[config.mk]
export PLATFORM = sky130hd
export DESIGN_NAME = quad_dac_command_register_decoder
export DESIGN_NICKNAME = d
export VERILOG_FILES = /design/src/dac_cmd_pkg.sv /design/src/serial_frame_if.sv /design/src/quad_dac_command_register_decoder.sv /design/src/serial_frame_shifter.sv
export SDC_FILE = /design/constraint.sdc
export NUM_CORES = 1
export LEC_CHECK = 0
export ABC_CLOCK_PERIOD_IN_PS = 2100
export CAP_MARGIN = 20
export CORE_MARGIN = 4
export CORE_UTILIZATION = 30
export CTS_CLUSTER_SIZE = 12
export DETAILED_ROUTE_END_ITERATION = 10
export DONT_BUFFER_PORTS = 1
export SETUP_SLACK_MARGIN = 0.02
export SYNTH_ARGS = -nofsm -noshare
export SYNTH_HDL_FRONTEND = slang
export SYNTH_SLANG_ARGS = --single-unit
[constraint.sdc]
create_clock -name core_clk -period 2.1 [get_ports core_clk]
set_input_delay 0.42 -clock core_clk [delete_from_list [all_inputs] [get_ports core_clk]]
set_output_delay 0.42 -clock core_clk [all_outputs]
set_load 0.03 [all_outputs]
[src/dac_cmd_pkg.sv]
// Shared constants for the quad converter serial command decoder
package dac_cmd_pkg;
	localparam int FRAME_BITS   = 24;
	localparam int DATA_BITS    = 16;
	localparam int NUM_CHANNELS = 4;
	localparam int RANGE_BITS   = 3;
	localparam int CFG_BITS     = 4;
	localparam int CODE_BITS_DEFAULT = 16;
	localparam int COUNT_BITS   = 5;

	// Frame field positions
	localparam int RW_BIT      = 23;
	localparam int ZERO_BIT    = 22;
	localparam int REG_SEL_HI  = 21;
	localparam int REG_SEL_LO  = 19;
	localparam int CHAN_HI     = 18;
	localparam int CHAN_LO     = 16;

	// Register select codes
	localparam logic [2:0] REG_CODE    = 3'h0;
	localparam logic [2:0] REG_RANGE   = 3'h1;
	localparam logic [2:0] REG_POWER   = 3'h2;
	localparam logic [2:0] REG_CONTROL = 3'h3;

	// Channel address codes
	localparam logic [2:0] CHAN_ALL    = 3'h4;

	// Control functions carried in the channel address field
	localparam logic [2:0] CTL_NOP     = 3'h0;
	localparam logic [2:0] CTL_CONFIG  = 3'h1;
	localparam logic [2:0] CTL_CLEAR   = 3'h4;
	localparam logic [2:0] CTL_LOAD    = 3'h5;

	// Range codes
	localparam logic [2:0] RANGE_MAX         = 3'h5;
	localparam logic [2:0] RANGE_BIPOLAR_MIN = 3'h3;
	localparam logic [2:0] RANGE_RESET       = 3'h0;

	// Configuration bit positions and reset values
	localparam int CFG_SDO_DIS = 0;
	localparam int CFG_CLR_SEL = 1;
	localparam int CFG_CLAMP   = 2;
	localparam int CFG_THERM_EN = 3;
	localparam logic CLAMP_RESET   = 1'b1;
	localparam logic SDO_DIS_RESET = 1'b0;
	localparam logic CLR_SEL_RESET = 1'b0;
	localparam logic THERM_EN_RESET = 1'b0;

	// Power register field positions
	localparam int PWR_THERM_BIT = 5;
	localparam int PWR_OC_LO   = 7;

	// Code values used for clearing
	localparam logic [15:0] CODE_ZERO = 16'h0000;
	localparam logic [15:0] CODE_MID  = 16'h8000;

	typedef enum {LINK_IDLE, LINK_SHIFT, LINK_WAIT_END} link_state_t;
endpackage

[src/serial_frame_if.sv]
// Frame and readback signals between the serial shifter and the decoder
`timescale 1ns/100ps
interface serial_frame_if;
	import dac_cmd_pkg::*;
	logic [FRAME_BITS-1:0] frame_word;
	logic                  frame_valid;
	logic [FRAME_BITS-1:0] readback_word;
	logic                  sdo_disable;
	modport link (output frame_word, frame_valid, input readback_word, sdo_disable);
	modport decode (input frame_word, frame_valid, output readback_word, sdo_disable);
endinterface

[src/quad_dac_command_register_decoder.sv]
// Command decoder and register set of a quad voltage-output converter
// Functional notes
// - Frames are 24 bits MSB first: rw, zero, register select, channel, data
// - Channel field 0..3 picks A..D, 4 picks all four channels
// - Register select 000 writes the pending code of the addressed channels
// - With 16 code bits the code is frame bits 15 down to 0
// - With 14 code bits the code is bits 15..2; bits 1..0 ignored
// - With 12 code bits the code is bits 15..4; bits 3..0 ignored
// - Register select 001 sets addressed channel ranges from bits 2..0
// - Range codes 0..2 are unipolar, 3..5 bipolar
// - Register select 011 is control; channel field picks the function
// - Control function 000 does nothing; used to clock out readback
// - Control function 001 loads thermal, clamp, clear select, output disable bits
// - Control function 100 forces all codes to clear code and updates outputs
// - Control function 101 moves pending codes to the active outputs
// - Serial output disable bit stops driving the readback pin; resets to 0
// - Clamp enable, reset 1, keeps overcurrent channels powered with current limit
// - Clamp disabled: a channel with overcurrent is powered down
// - Thermal shutdown enable, reset 0, enables over-temperature power down
// - Clear select 0 gives 0 V; 1 gives midscale or negative full scale
// - Register select 010 is the power control register
`timescale 1ns/100ps
module quad_dac_command_register_decoder
	import dac_cmd_pkg::*;
#(
	parameter int CODE_BITS = CODE_BITS_DEFAULT
) (
	// Clock and reset
	input  wire logic                              core_clk,
	input  wire logic                              rst_b,
	// Serial port
	input  wire logic                              serial_clock,
	input  wire logic                              frame_sync_b,
	input  wire logic                              serial_command_input,
	output logic                                   serial_readback_output,
	output logic                                   serial_readback_oe,
	// Status and strap pins
	input  wire logic                              twos_complement_mode,
	input  wire logic [NUM_CHANNELS-1:0]           overcurrent_detect,
	input  wire logic                              over_temp_detect,
	// Converter control outputs
	output logic [NUM_CHANNELS*DATA_BITS-1:0]      dac_code,
	output logic [NUM_CHANNELS*RANGE_BITS-1:0]     output_range,
	output logic [NUM_CHANNELS-1:0]                channel_power_up,
	output logic                                   current_clamp_en,
	output logic                                   thermal_shutdown_en,
	output logic                                   clear_select,
	output logic                                   thermal_shutdown
);
	localparam int LOW_BITS = DATA_BITS - CODE_BITS;
	localparam logic [DATA_BITS-1:0] CODE_MASK = 16'hffff << LOW_BITS;

	if (CODE_BITS != 16 && CODE_BITS != 14 && CODE_BITS != 12) begin : g_bad_width
		$error("CODE_BITS must be 12, 14 or 16");
	end

	// Channel field to channel mask, zero for undefined codes
	function automatic logic [NUM_CHANNELS-1:0] chan_decode(input logic [2:0] chan);
		logic [NUM_CHANNELS-1:0] mask;
		mask = '0;
		if (chan == CHAN_ALL) begin
			mask = '1;
		end else if (chan < CHAN_ALL) begin
			mask[chan[1:0]] = 1'b1;
		end
		return mask;
	endfunction

	function automatic logic is_bipolar(input logic [RANGE_BITS-1:0] range);
		return range >= RANGE_BIPOLAR_MIN;
	endfunction

	// Code giving the selected clear level for one channel
	function automatic logic [DATA_BITS-1:0] clear_code(input logic [RANGE_BITS-1:0] range,
		input logic sel, input logic twos);
		logic [DATA_BITS-1:0] code;
		code = CODE_ZERO;
		if (!is_bipolar(range)) begin
			code = sel ? CODE_MID : CODE_ZERO;
		end else if (twos) begin
			code = sel ? CODE_MID : CODE_ZERO;
		end else begin
			code = sel ? CODE_ZERO : CODE_MID;
		end
		return code;
	endfunction

	serial_frame_if frm ();

	serial_frame_shifter u_shifter (
		.core_clk               (core_clk),
		.rst_b                  (rst_b),
		.serial_clock           (serial_clock),
		.frame_sync_b           (frame_sync_b),
		.serial_command_input   (serial_command_input),
		.serial_readback_output (serial_readback_output),
		.serial_readback_oe     (serial_readback_oe),
		.frm                    (frm.link)
	);

	logic [DATA_BITS-1:0]    pending_code [NUM_CHANNELS];
	logic [NUM_CHANNELS-1:0] oc_m, oc_s;
	logic                    ot_m, ot_s;
	logic                    twos_m, twos_s;
	logic                    sdo_disable;
	logic [NUM_CHANNELS-1:0] oc_alert;
	logic [FRAME_BITS-1:0]   readback_word;
	logic [NUM_CHANNELS-1:0] next_power;

	// Frame field decode
	wire [FRAME_BITS-1:0]   w        = frm.frame_word;
	wire                    is_write = frm.frame_valid & ~w[RW_BIT];
	wire                    is_read  = frm.frame_valid & w[RW_BIT];
	wire [2:0]              reg_sel  = w[REG_SEL_HI:REG_SEL_LO];
	wire [2:0]              chan     = w[CHAN_HI:CHAN_LO];
	wire [DATA_BITS-1:0]    data     = w[DATA_BITS-1:0];
	wire [RANGE_BITS-1:0]   range_in = data[RANGE_BITS-1:0];
	wire [NUM_CHANNELS-1:0] chan_mask = chan_decode(chan);
	wire                    ctl_wr   = is_write && reg_sel == REG_CONTROL;
	wire                    code_wr  = is_write && reg_sel == REG_CODE && chan_mask != '0;
	wire                    range_wr = is_write && reg_sel == REG_RANGE && chan_mask != '0
		&& range_in <= RANGE_MAX;
	wire                    power_wr = is_write && reg_sel == REG_POWER;
	wire                    cfg_wr   = ctl_wr && chan == CTL_CONFIG;
	wire                    clear_cmd = ctl_wr && chan == CTL_CLEAR;
	wire                    load_cmd = ctl_wr && chan == CTL_LOAD;
	wire                    power_rd = is_read && reg_sel == REG_POWER;
	wire [DATA_BITS-1:0]    code_in  = data & CODE_MASK;

	// Protection trips
	wire [NUM_CHANNELS-1:0] oc_trip  = oc_s & {NUM_CHANNELS{~current_clamp_en}};
	wire                    heat_trip = ot_s & thermal_shutdown_en;

	wire [DATA_BITS-1:0] clear_value [NUM_CHANNELS];
	for (genvar ch = 0; ch < NUM_CHANNELS; ch++) begin : g_clear
		assign clear_value[ch] = clear_code(output_range[ch*RANGE_BITS +: RANGE_BITS],
			clear_select, twos_s);
	end

	// Readback data of the addressed register
	wire [DATA_BITS-1:0] power_word = {5'h00, oc_alert, 1'b0, thermal_shutdown, 1'b0,
		channel_power_up};
	wire [DATA_BITS-1:0] cfg_word = {12'h000, thermal_shutdown_en, current_clamp_en,
		clear_select, sdo_disable};
	wire [DATA_BITS-1:0] range_word = (chan < CHAN_ALL) ?
		{13'h0000, output_range[chan[1:0]*RANGE_BITS +: RANGE_BITS]} : 16'h0000;
	wire [DATA_BITS-1:0] code_word = (chan < CHAN_ALL) ? pending_code[chan[1:0]] : 16'h0000;
	wire [DATA_BITS-1:0] rd_data =
		(reg_sel == REG_CODE) ? code_word :
		(reg_sel == REG_RANGE) ? range_word :
		(reg_sel == REG_POWER) ? power_word :
		(reg_sel == REG_CONTROL && chan == CTL_CONFIG) ? cfg_word : 16'h0000;

	assign frm.readback_word = readback_word;
	assign frm.sdo_disable = sdo_disable;
	assign next_power = (power_wr ? data[NUM_CHANNELS-1:0] : channel_power_up)
		& ~oc_trip & {NUM_CHANNELS{~heat_trip}};

	// Pin synchronisers
	always_ff @(posedge core_clk or negedge rst_b) begin
		if (!rst_b) begin
			{oc_m, oc_s} <= '0;
			{ot_m, ot_s} <= 2'h0;
			{twos_m, twos_s} <= 2'h0;
		end else begin
			{oc_m, oc_s} <= {overcurrent_detect, oc_m};
			{ot_m, ot_s} <= {over_temp_detect, ot_m};
			{twos_m, twos_s} <= {twos_complement_mode, twos_m};
		end
	end

	// Pending and active channel codes
	always_ff @(posedge core_clk or negedge rst_b) begin
		if (!rst_b) begin
			for (int ch = 0; ch < NUM_CHANNELS; ch++) begin
				pending_code[ch] <= CODE_ZERO;
			end
			dac_code <= '0;
		end else begin
			for (int ch = 0; ch < NUM_CHANNELS; ch++) begin
				if (clear_cmd) begin
					pending_code[ch] <= clear_value[ch];
					dac_code[ch*DATA_BITS +: DATA_BITS] <= clear_value[ch];
				end else begin
					if (code_wr && chan_mask[ch]) begin
						pending_code[ch] <= code_in;
					end
					if (load_cmd) begin
						dac_code[ch*DATA_BITS +: DATA_BITS] <= pending_code[ch];
					end
				end
			end
		end
	end

	// Output ranges
	always_ff @(posedge core_clk or negedge rst_b) begin
		if (!rst_b) begin
			output_range <= {NUM_CHANNELS{RANGE_RESET}};
		end else begin
			for (int ch = 0; ch < NUM_CHANNELS; ch++) begin
				if (range_wr && chan_mask[ch]) begin
					output_range[ch*RANGE_BITS +: RANGE_BITS] <= range_in;
				end
			end
		end
	end

	// Configuration bits
	always_ff @(posedge core_clk or negedge rst_b) begin
		if (!rst_b) begin
			sdo_disable <= SDO_DIS_RESET;
			clear_select <= CLR_SEL_RESET;
			current_clamp_en <= CLAMP_RESET;
			thermal_shutdown_en <= THERM_EN_RESET;
		end else if (cfg_wr) begin
			sdo_disable <= data[CFG_SDO_DIS];
			clear_select <= data[CFG_CLR_SEL];
			current_clamp_en <= data[CFG_CLAMP];
			thermal_shutdown_en <= data[CFG_THERM_EN];
		end
	end

	// Power state, alerts and readback word
	always_ff @(posedge core_clk or negedge rst_b) begin
		if (!rst_b) begin
			channel_power_up <= '0;
			thermal_shutdown <= 1'b0;
			oc_alert <= '0;
			readback_word <= '0;
		end else begin
			channel_power_up <= next_power;
			thermal_shutdown <= heat_trip | (thermal_shutdown & ~power_rd);
			oc_alert <= oc_s | (oc_alert & ~{NUM_CHANNELS{power_rd}});
			if (is_read) begin
				readback_word <= {w[FRAME_BITS-1:DATA_BITS], rd_data};
			end
		end
	end

	// Checks
	a_load_copies: assert property (@(posedge core_clk) disable iff (!rst_b)
		load_cmd |=> dac_code[DATA_BITS-1:0] == $past(pending_code[0]))
		else $error("load did not move pending code to output");

	a_clear_zero: assert property (@(posedge core_clk) disable iff (!rst_b)
		(clear_cmd && !clear_select && !is_bipolar(output_range[2:0]))
		|=> dac_code[DATA_BITS-1:0] == CODE_ZERO && pending_code[0] == CODE_ZERO)
		else $error("clear did not give zero code on unipolar channel");

	a_clear_negfs: assert property (@(posedge core_clk) disable iff (!rst_b)
		(clear_cmd && clear_select && !twos_s && is_bipolar(output_range[5:3]))
		|=> dac_code[2*DATA_BITS-1:DATA_BITS] == CODE_ZERO)
		else $error("clear select 1 did not give negative full scale");

	a_code_masked: assert property (@(posedge core_clk) disable iff (!rst_b)
		code_wr && chan_mask[1] |=> pending_code[1] == ($past(data) & CODE_MASK))
		else $error("code write stored wrong bits");

	a_code_no_update: assert property (@(posedge core_clk) disable iff (!rst_b)
		code_wr && !ctl_wr |=> $stable(dac_code))
		else $error("code write changed output without load");

	a_range_write: assert property (@(posedge core_clk) disable iff (!rst_b)
		range_wr && chan_mask[2] |=> output_range[8:6] == $past(range_in))
		else $error("range write not stored");

	a_range_bad: assert property (@(posedge core_clk) disable iff (!rst_b)
		(is_write && reg_sel == REG_RANGE && range_in > RANGE_MAX) |=> $stable(output_range))
		else $error("undefined range code changed a range");

	a_config_load: assert property (@(posedge core_clk) disable iff (!rst_b)
		cfg_wr |=> current_clamp_en == $past(data[CFG_CLAMP])
			&& sdo_disable == $past(data[CFG_SDO_DIS]))
		else $error("configuration bits not loaded");

	a_oc_powerdown: assert property (@(posedge core_clk) disable iff (!rst_b)
		(oc_s[0] && !current_clamp_en) |=> !channel_power_up[0])
		else $error("overcurrent channel not powered down");

	a_heat_powerdown: assert property (@(posedge core_clk) disable iff (!rst_b)
		heat_trip |=> channel_power_up == '0 && thermal_shutdown)
		else $error("thermal shutdown did not power down");

	a_sdo_quiet: assert property (@(posedge core_clk) disable iff (!rst_b)
		sdo_disable && $past(sdo_disable) |-> !serial_readback_oe)
		else $error("readback pin driven while disabled");

	a_code_all_chan: assert property (@(posedge core_clk) disable iff (!rst_b)
		code_wr && chan == CHAN_ALL |=> pending_code[3] == $past(code_in))
		else $error("broadcast code write missed channel D");

	a_code_bad_chan: assert property (@(posedge core_clk) disable iff (!rst_b)
		(is_write && reg_sel == REG_CODE && chan > CHAN_ALL) |=> $stable(pending_code[0]))
		else $error("undefined channel changed a code");

	a_code_low_zero: assert property (@(posedge core_clk) disable iff (!rst_b)
		code_wr && chan_mask[0] |=> (pending_code[0] & ~CODE_MASK) == 16'h0000)
		else $error("ignored low code bits were stored");

	a_range_all_chan: assert property (@(posedge core_clk) disable iff (!rst_b)
		range_wr && chan == CHAN_ALL |=> output_range == {NUM_CHANNELS{$past(range_in)}})
		else $error("broadcast range write not stored everywhere");

	a_range_single: assert property (@(posedge core_clk) disable iff (!rst_b)
		range_wr && chan == 3'h0 |=> output_range[11:3] == $past(output_range[11:3]))
		else $error("range write touched another channel");

	a_nop_quiet: assert property (@(posedge core_clk) disable iff (!rst_b)
		ctl_wr && chan == CTL_NOP |=> $stable(dac_code) && $stable(output_range)
			&& $stable({sdo_disable, clear_select, current_clamp_en, thermal_shutdown_en}))
		else $error("no-operation frame changed a register");

	a_undef_reg: assert property (@(posedge core_clk) disable iff (!rst_b)
		is_write && reg_sel[2] |=> $stable(dac_code) && $stable(output_range))
		else $error("undefined register select changed a register");

	a_load_chan_d: assert property (@(posedge core_clk) disable iff (!rst_b)
		load_cmd |=> dac_code[NUM_CHANNELS*DATA_BITS-1 -: DATA_BITS] == $past(pending_code[3]))
		else $error("load did not move channel D code");

	a_clear_matches: assert property (@(posedge core_clk) disable iff (!rst_b)
		clear_cmd |=> pending_code[3] == dac_code[NUM_CHANNELS*DATA_BITS-1 -: DATA_BITS])
		else $error("clear left pending and active codes apart");

	a_clamp_keeps_power: assert property (@(posedge core_clk) disable iff (!rst_b)
		current_clamp_en && !heat_trip && !power_wr |=> $stable(channel_power_up))
		else $error("channel powered down while clamp enabled");

	a_power_write: assert property (@(posedge core_clk) disable iff (!rst_b)
		power_wr && !heat_trip && oc_trip == '0 |=> channel_power_up == $past(data[3:0]))
		else $error("power register write not stored");

	a_heat_sticky: assert property (@(posedge core_clk) disable iff (!rst_b)
		thermal_shutdown && !power_rd |=> thermal_shutdown)
		else $error("thermal alert cleared without a read");

	a_config_rest: assert property (@(posedge core_clk) disable iff (!rst_b)
		cfg_wr |=> clear_select == $past(data[CFG_CLR_SEL])
			&& thermal_shutdown_en == $past(data[CFG_THERM_EN]))
		else $error("clear select or thermal enable not loaded");

	a_read_latch: assert property (@(posedge core_clk) disable iff (!rst_b)
		is_read |=> readback_word[FRAME_BITS-1:DATA_BITS] == $past(w[FRAME_BITS-1:DATA_BITS]))
		else $error("read frame header not latched for readback");
endmodule

[src/serial_frame_shifter.sv]
// Samples the serial pins and assembles 24-bit command frames
`timescale 1ns/100ps
module serial_frame_shifter
	import dac_cmd_pkg::*;
(
	// Clock and reset
	input  wire logic       core_clk,
	input  wire logic       rst_b,
	// Serial pins
	input  wire logic       serial_clock,
	input  wire logic       frame_sync_b,
	input  wire logic       serial_command_input,
	output logic            serial_readback_output,
	output logic            serial_readback_oe,
	// Decoder side
	serial_frame_if.link    frm
);
	logic                  sclk_m, sclk_s, sclk_d;
	logic                  sync_m, sync_s;
	logic                  din_m, din_s;
	link_state_t           state;
	logic [COUNT_BITS-1:0] bit_cnt;
	logic [FRAME_BITS-1:0] rx_shift;
	logic [FRAME_BITS-1:0] tx_shift;

	wire sclk_fall = sclk_d & ~sclk_s;
	wire sclk_rise = ~sclk_d & sclk_s;
	wire last_bit  = (bit_cnt == COUNT_BITS'(FRAME_BITS - 1));

	always_ff @(posedge core_clk or negedge rst_b) begin
		if (!rst_b) begin
			{sclk_m, sclk_s, sclk_d} <= 3'h7;
			{sync_m, sync_s} <= 2'h3;
			{din_m, din_s} <= 2'h0;
		end else begin
			{sclk_m, sclk_s, sclk_d} <= {serial_clock, sclk_m, sclk_s};
			{sync_m, sync_s} <= {frame_sync_b, sync_m};
			{din_m, din_s} <= {serial_command_input, din_m};
		end
	end

	// Bits taken on falling serial clock, most significant first
	always_ff @(posedge core_clk or negedge rst_b) begin
		if (!rst_b) begin
			state <= LINK_IDLE;
			bit_cnt <= '0;
			rx_shift <= '0;
			tx_shift <= '0;
			frm.frame_word <= '0;
			frm.frame_valid <= 1'b0;
			serial_readback_output <= 1'b0;
			serial_readback_oe <= 1'b0;
		end else begin
			frm.frame_valid <= 1'b0;
			serial_readback_oe <= ~sync_s & ~frm.sdo_disable;
			case (state)
				LINK_IDLE: begin
					if (!sync_s) begin
						state <= LINK_SHIFT;
						bit_cnt <= '0;
						tx_shift <= frm.readback_word;
						serial_readback_output <= frm.readback_word[FRAME_BITS-1];
					end
				end
				LINK_SHIFT: begin
					if (sync_s) begin
						state <= LINK_IDLE;
					end else if (sclk_fall) begin
						rx_shift <= {rx_shift[FRAME_BITS-2:0], din_s};
						bit_cnt <= bit_cnt + COUNT_BITS'(1);
						if (last_bit) begin
							frm.frame_word <= {rx_shift[FRAME_BITS-2:0], din_s};
							frm.frame_valid <= 1'b1;
							state <= LINK_WAIT_END;
						end
					end else if (sclk_rise) begin
						tx_shift <= {tx_shift[FRAME_BITS-2:0], 1'b0};
						serial_readback_output <= tx_shift[FRAME_BITS-2];
					end
				end
				LINK_WAIT_END: begin
					if (sync_s) begin
						state <= LINK_IDLE;
					end
				end
				default: state <= LINK_IDLE;
			endcase
		end
	end

	a_frame_single: assert property (@(posedge core_clk) disable iff (!rst_b)
		frm.frame_valid |=> !frm.frame_valid)
		else $error("frame strobe lasted more than one cycle");
endmodule

==> metrics.txt <==
most used standard cell by instance count after synthesis=dfrtp_1; Clock Root Buffer=clkbuf_16; status=complete, but fails checks; number of unique standard cell types used by synthesis=51; r2r worst-path depth=5; clock latency reported for the late side of the worst-skew pair=0.56 ns; critical path class=flop to flop; Worst Path Arrival=2.38 ns; residual DRC count=0; met2 track demand over resource=21.19%; biggest fanout along the worst timing path=16; grt peak-use layer=met2; wire length of the first global-routing pass=46910 um; Detail Placement HPWL=20160 um; Starting DRT DRC Count=524; placer congestion estimate=0.8430; Synthesized Nets=1017; die area=0.04204 mm^2; Die X-Extent=205.0 um; RSZ-0062 raised after global routing=no; mapped cell area=0.01165 mm^2; core area=0.03802 mm^2; power density of the placed cells=791.6 mW/mm^2; placed insts=1488; CTS Hold Buffers Added=9; Port Buffer Count=0; Chip Height=205.0 um; measured slew at the worst slew-check pin=0.7550 ns; top cells by instance count after synthesis=270 x dfrtp_1, 137 x nand2_1, 89 x nor2_1; Post-DRT Antenna Nets=0; Hold Path Class=primary input to async pin; total routing resource utilization after global routing=14.05%; via count of the routed design=7628; number of synthesized flops with an enable pin=0; fraction of met3 tracks used by global routing=3.673%; final cycle utilization of the critical path=93.03%; vias in the first global route=7711; Final Max Slew Viols=0; final setup violation count=0; total I/O pin count=97; synthesized flop and latch total=276; max-cap check violation count=0; Worst IR Drop VDD=0.4775 mV; number of warnings reported in the yosys synthesis log=0; Yosys top cell by area=dfrtp_1; Setup Skew=0.01317 ns; number of vias per cell after detailed routing=4.928; count of final hold-check violations=270; final WL=29400 um; leading post-synthesis cells by cell area=dfrtp_1 58%, mux2i_1 6.7%, mux2_2 6.2%, nand2_1 4.4%, mux4_2 3.1%; total leakage power=5.901 nW; post-route insts no fill=1548; maximum clock path buffer count=3; Reg2Reg Launch Point=u_shifter.frm.frame_word[23]$_DFFE_PN0P_; clock input transition at the sequential cells of the worst setup and hold paths=0.06 ns; syn avg cell area=11.59 um^2; CP required=2.53 ns; grt met1 use=19.42%; share of cells above drive strength 1=18.90%; Async SR Flop Fraction=100.0%; worst reg-to-reg setup slack=0.15 ns; Post-synth top flop=dfrtp_1; worst hold slack=-0.4271 ns; initial antenna violation count=0; endpoint kind of the worst setup timing path=flop; initial core utilization=30.63%; maximum number of pins on one net before global-route repair=277; clk sinks=276; number of buffers created by CTS=29; routed wirelength normalized by instance count=18.99 um; CP startpoint kind=flop; CTS tree=yes; number of cells produced by synthesis=1005; violations in the final reports=hold timing; Pre-Repair DR Iteration Count=5; sequential share of the synthesized area=59.36%; fin crit period=1.954 ns; highest achievable clock rate=511.9 MHz; Slew Limit Headroom=49.67%; Syn-to-layout area delta=15.22%; endpoint of the worst-slack reg-to-reg timing path=pending_code[47]$_DFFE_PN0P_; Core Rows=71; total inserted antenna cells=0; number of nets in the layout=1029; final global-route overflow total=0; H-tree levels=1; share of Yosys cell area claimed by the top area cell type=58.01%
[report_power, final]
group | switching, mW | total, mW | leakage, nW | internal [mW]
registers | 0.0891 | 5.54 | 3.72 | 5.45
logic | 0.0977 | 0.209 | 1.74 | 0.111
clock network | 2.04 | 4.87 | 0.440 | 2.84
[how the worst max path moves through the flow]
stage	startpoint	end	slack [ns]
6_report	u_shifter.frm.frame_word[23]$_DFFE_PN0P_	pending_code[47]$_DFFE_PN0P_	0.15
5_1_grt	u_shifter.frm.frame_word[18]$_DFFE_PN0P_	dac_code[11]$_DFFE_PN0P_	0.02
4_1_cts	u_shifter.frm.frame_word[23]$_DFFE_PN0P_	dac_code[8]$_DFFE_PN0P_	0.13
3_5_place_dp	u_shifter.frm.frame_word[23]$_DFFE_PN0P_	dac_code[9]$_DFFE_PN0P_	0.13
3_3_place_gp	u_shifter.frm.frame_word[23]$_DFFE_PN0P_	pending_code[47]$_DFFE_PN0P_	0.15
2_1_floorplan	u_shifter.frm.frame_word[20]$_DFFE_PN0P_	pending_code[21]$_DFFE_PN0P_	-0.06
[area by class of cell]
| cell class | count | area [um^2] |
|---|---|---|
| clock buffer | 44 | 832.0 |
| tap | 511 | 639.4 |
| fill | 3797 | 24600 |
| timing repair buffer | 51 | 505.5 |
| sequential | 276 | 6915 |
| inverter | 21 | 78.83 |
| clock inverter | 7 | 66.31 |
| multi-input combinational | 638 | 4383 |
[per-stage QoR]
stage / utilization (%) / power, mW / cell area (um^2) / setup TNS (ns) / setup WS (ns)
floorplan: - / 5.776 / 11650 / -0.5192 / -0.05777
CTS: 35.30 / 10.79 / 13420 / 0 / 0.1284
global placement: 32.70 / 5.823 / 12430 / 0 / 0.1487
detailed placement: 32.70 / 5.834 / 12430 / 0 / 0.1287
finish: 35.30 / 10.62 / 13420 / 0 / 0.1463
global route: 35.30 / 11.03 / 13420 / 0 / 0.02459
[sequential cells by signal, summed over array words and instances, names as in the netlist, 2 cells and up]
name                      count
u_shifter.tx_shift           23
dac_code                     64
pending_code                 64
u_shifter.state               2
u_shifter.bit_cnt             5
output_range                 12
channel_power_up              4
frm.readback_word            24
u_shifter.rx_shift           23
u_shifter.frm.frame_word     24
oc_m                          4
oc_alert                      4
oc_s                          4
[placed cells by master, fill, tap and decap left out, types with 4 or more instances in the layout]
master,count
a211oi_1,5
a21o_1,5
a21oi_1,39
a221oi_1,13
a22o_1,9
buf_12,8
buf_4,34
clkbuf_1,10
clkbuf_16,29
clkbuf_8,5
clkinv_2,4
dfrtp_1,269
dfstp_2,6
dlygate4sd3_1,9
inv_1,21
mux2_2,64
mux2i_1,78
mux4_2,16
nand2_1,137
nand2b_1,5
nand3_1,4
nand4_1,15
nor2_1,89
nor2_2,10
nor2b_1,4
nor3_1,10
o21a_1,4
o21ai_0,65
o22ai_1,5
o31ai_1,19
xnor2_1,4
[routing by layer]
metal	vias up	routed length, um
met4	0	1074
met2	204	13200
met5	-	0
li1	3549	-
met3	48	2210
met1	3827	12910
[kinds of logic after synthesis]
family	Yosys count	share of synthesized area, %
mux	158	15.98
fa+ha+maj	1	0.1074
compound gates	172	9.228
flops	276	59.36
xor+xnor	5	0.3760
simple gates	302	11.62
buf+inv	91	3.319
[worst max-delay path: stages, from the launching register on]
cell     delay [ns]
dfrtp_1        0.38
or4b_4         0.60
nor4b_2        0.34
buf_12         0.23
mux2i_1        0.20
a21oi_1        0.09
[timing repair]
action,in CTS,in global routing
buffers inserted,0,0
endpoints found under the setup margin,0,15
endpoints found under the hold margin,285,276
resized for setup,0,0
No activity file was read; power rests on OpenSTA's default activity.
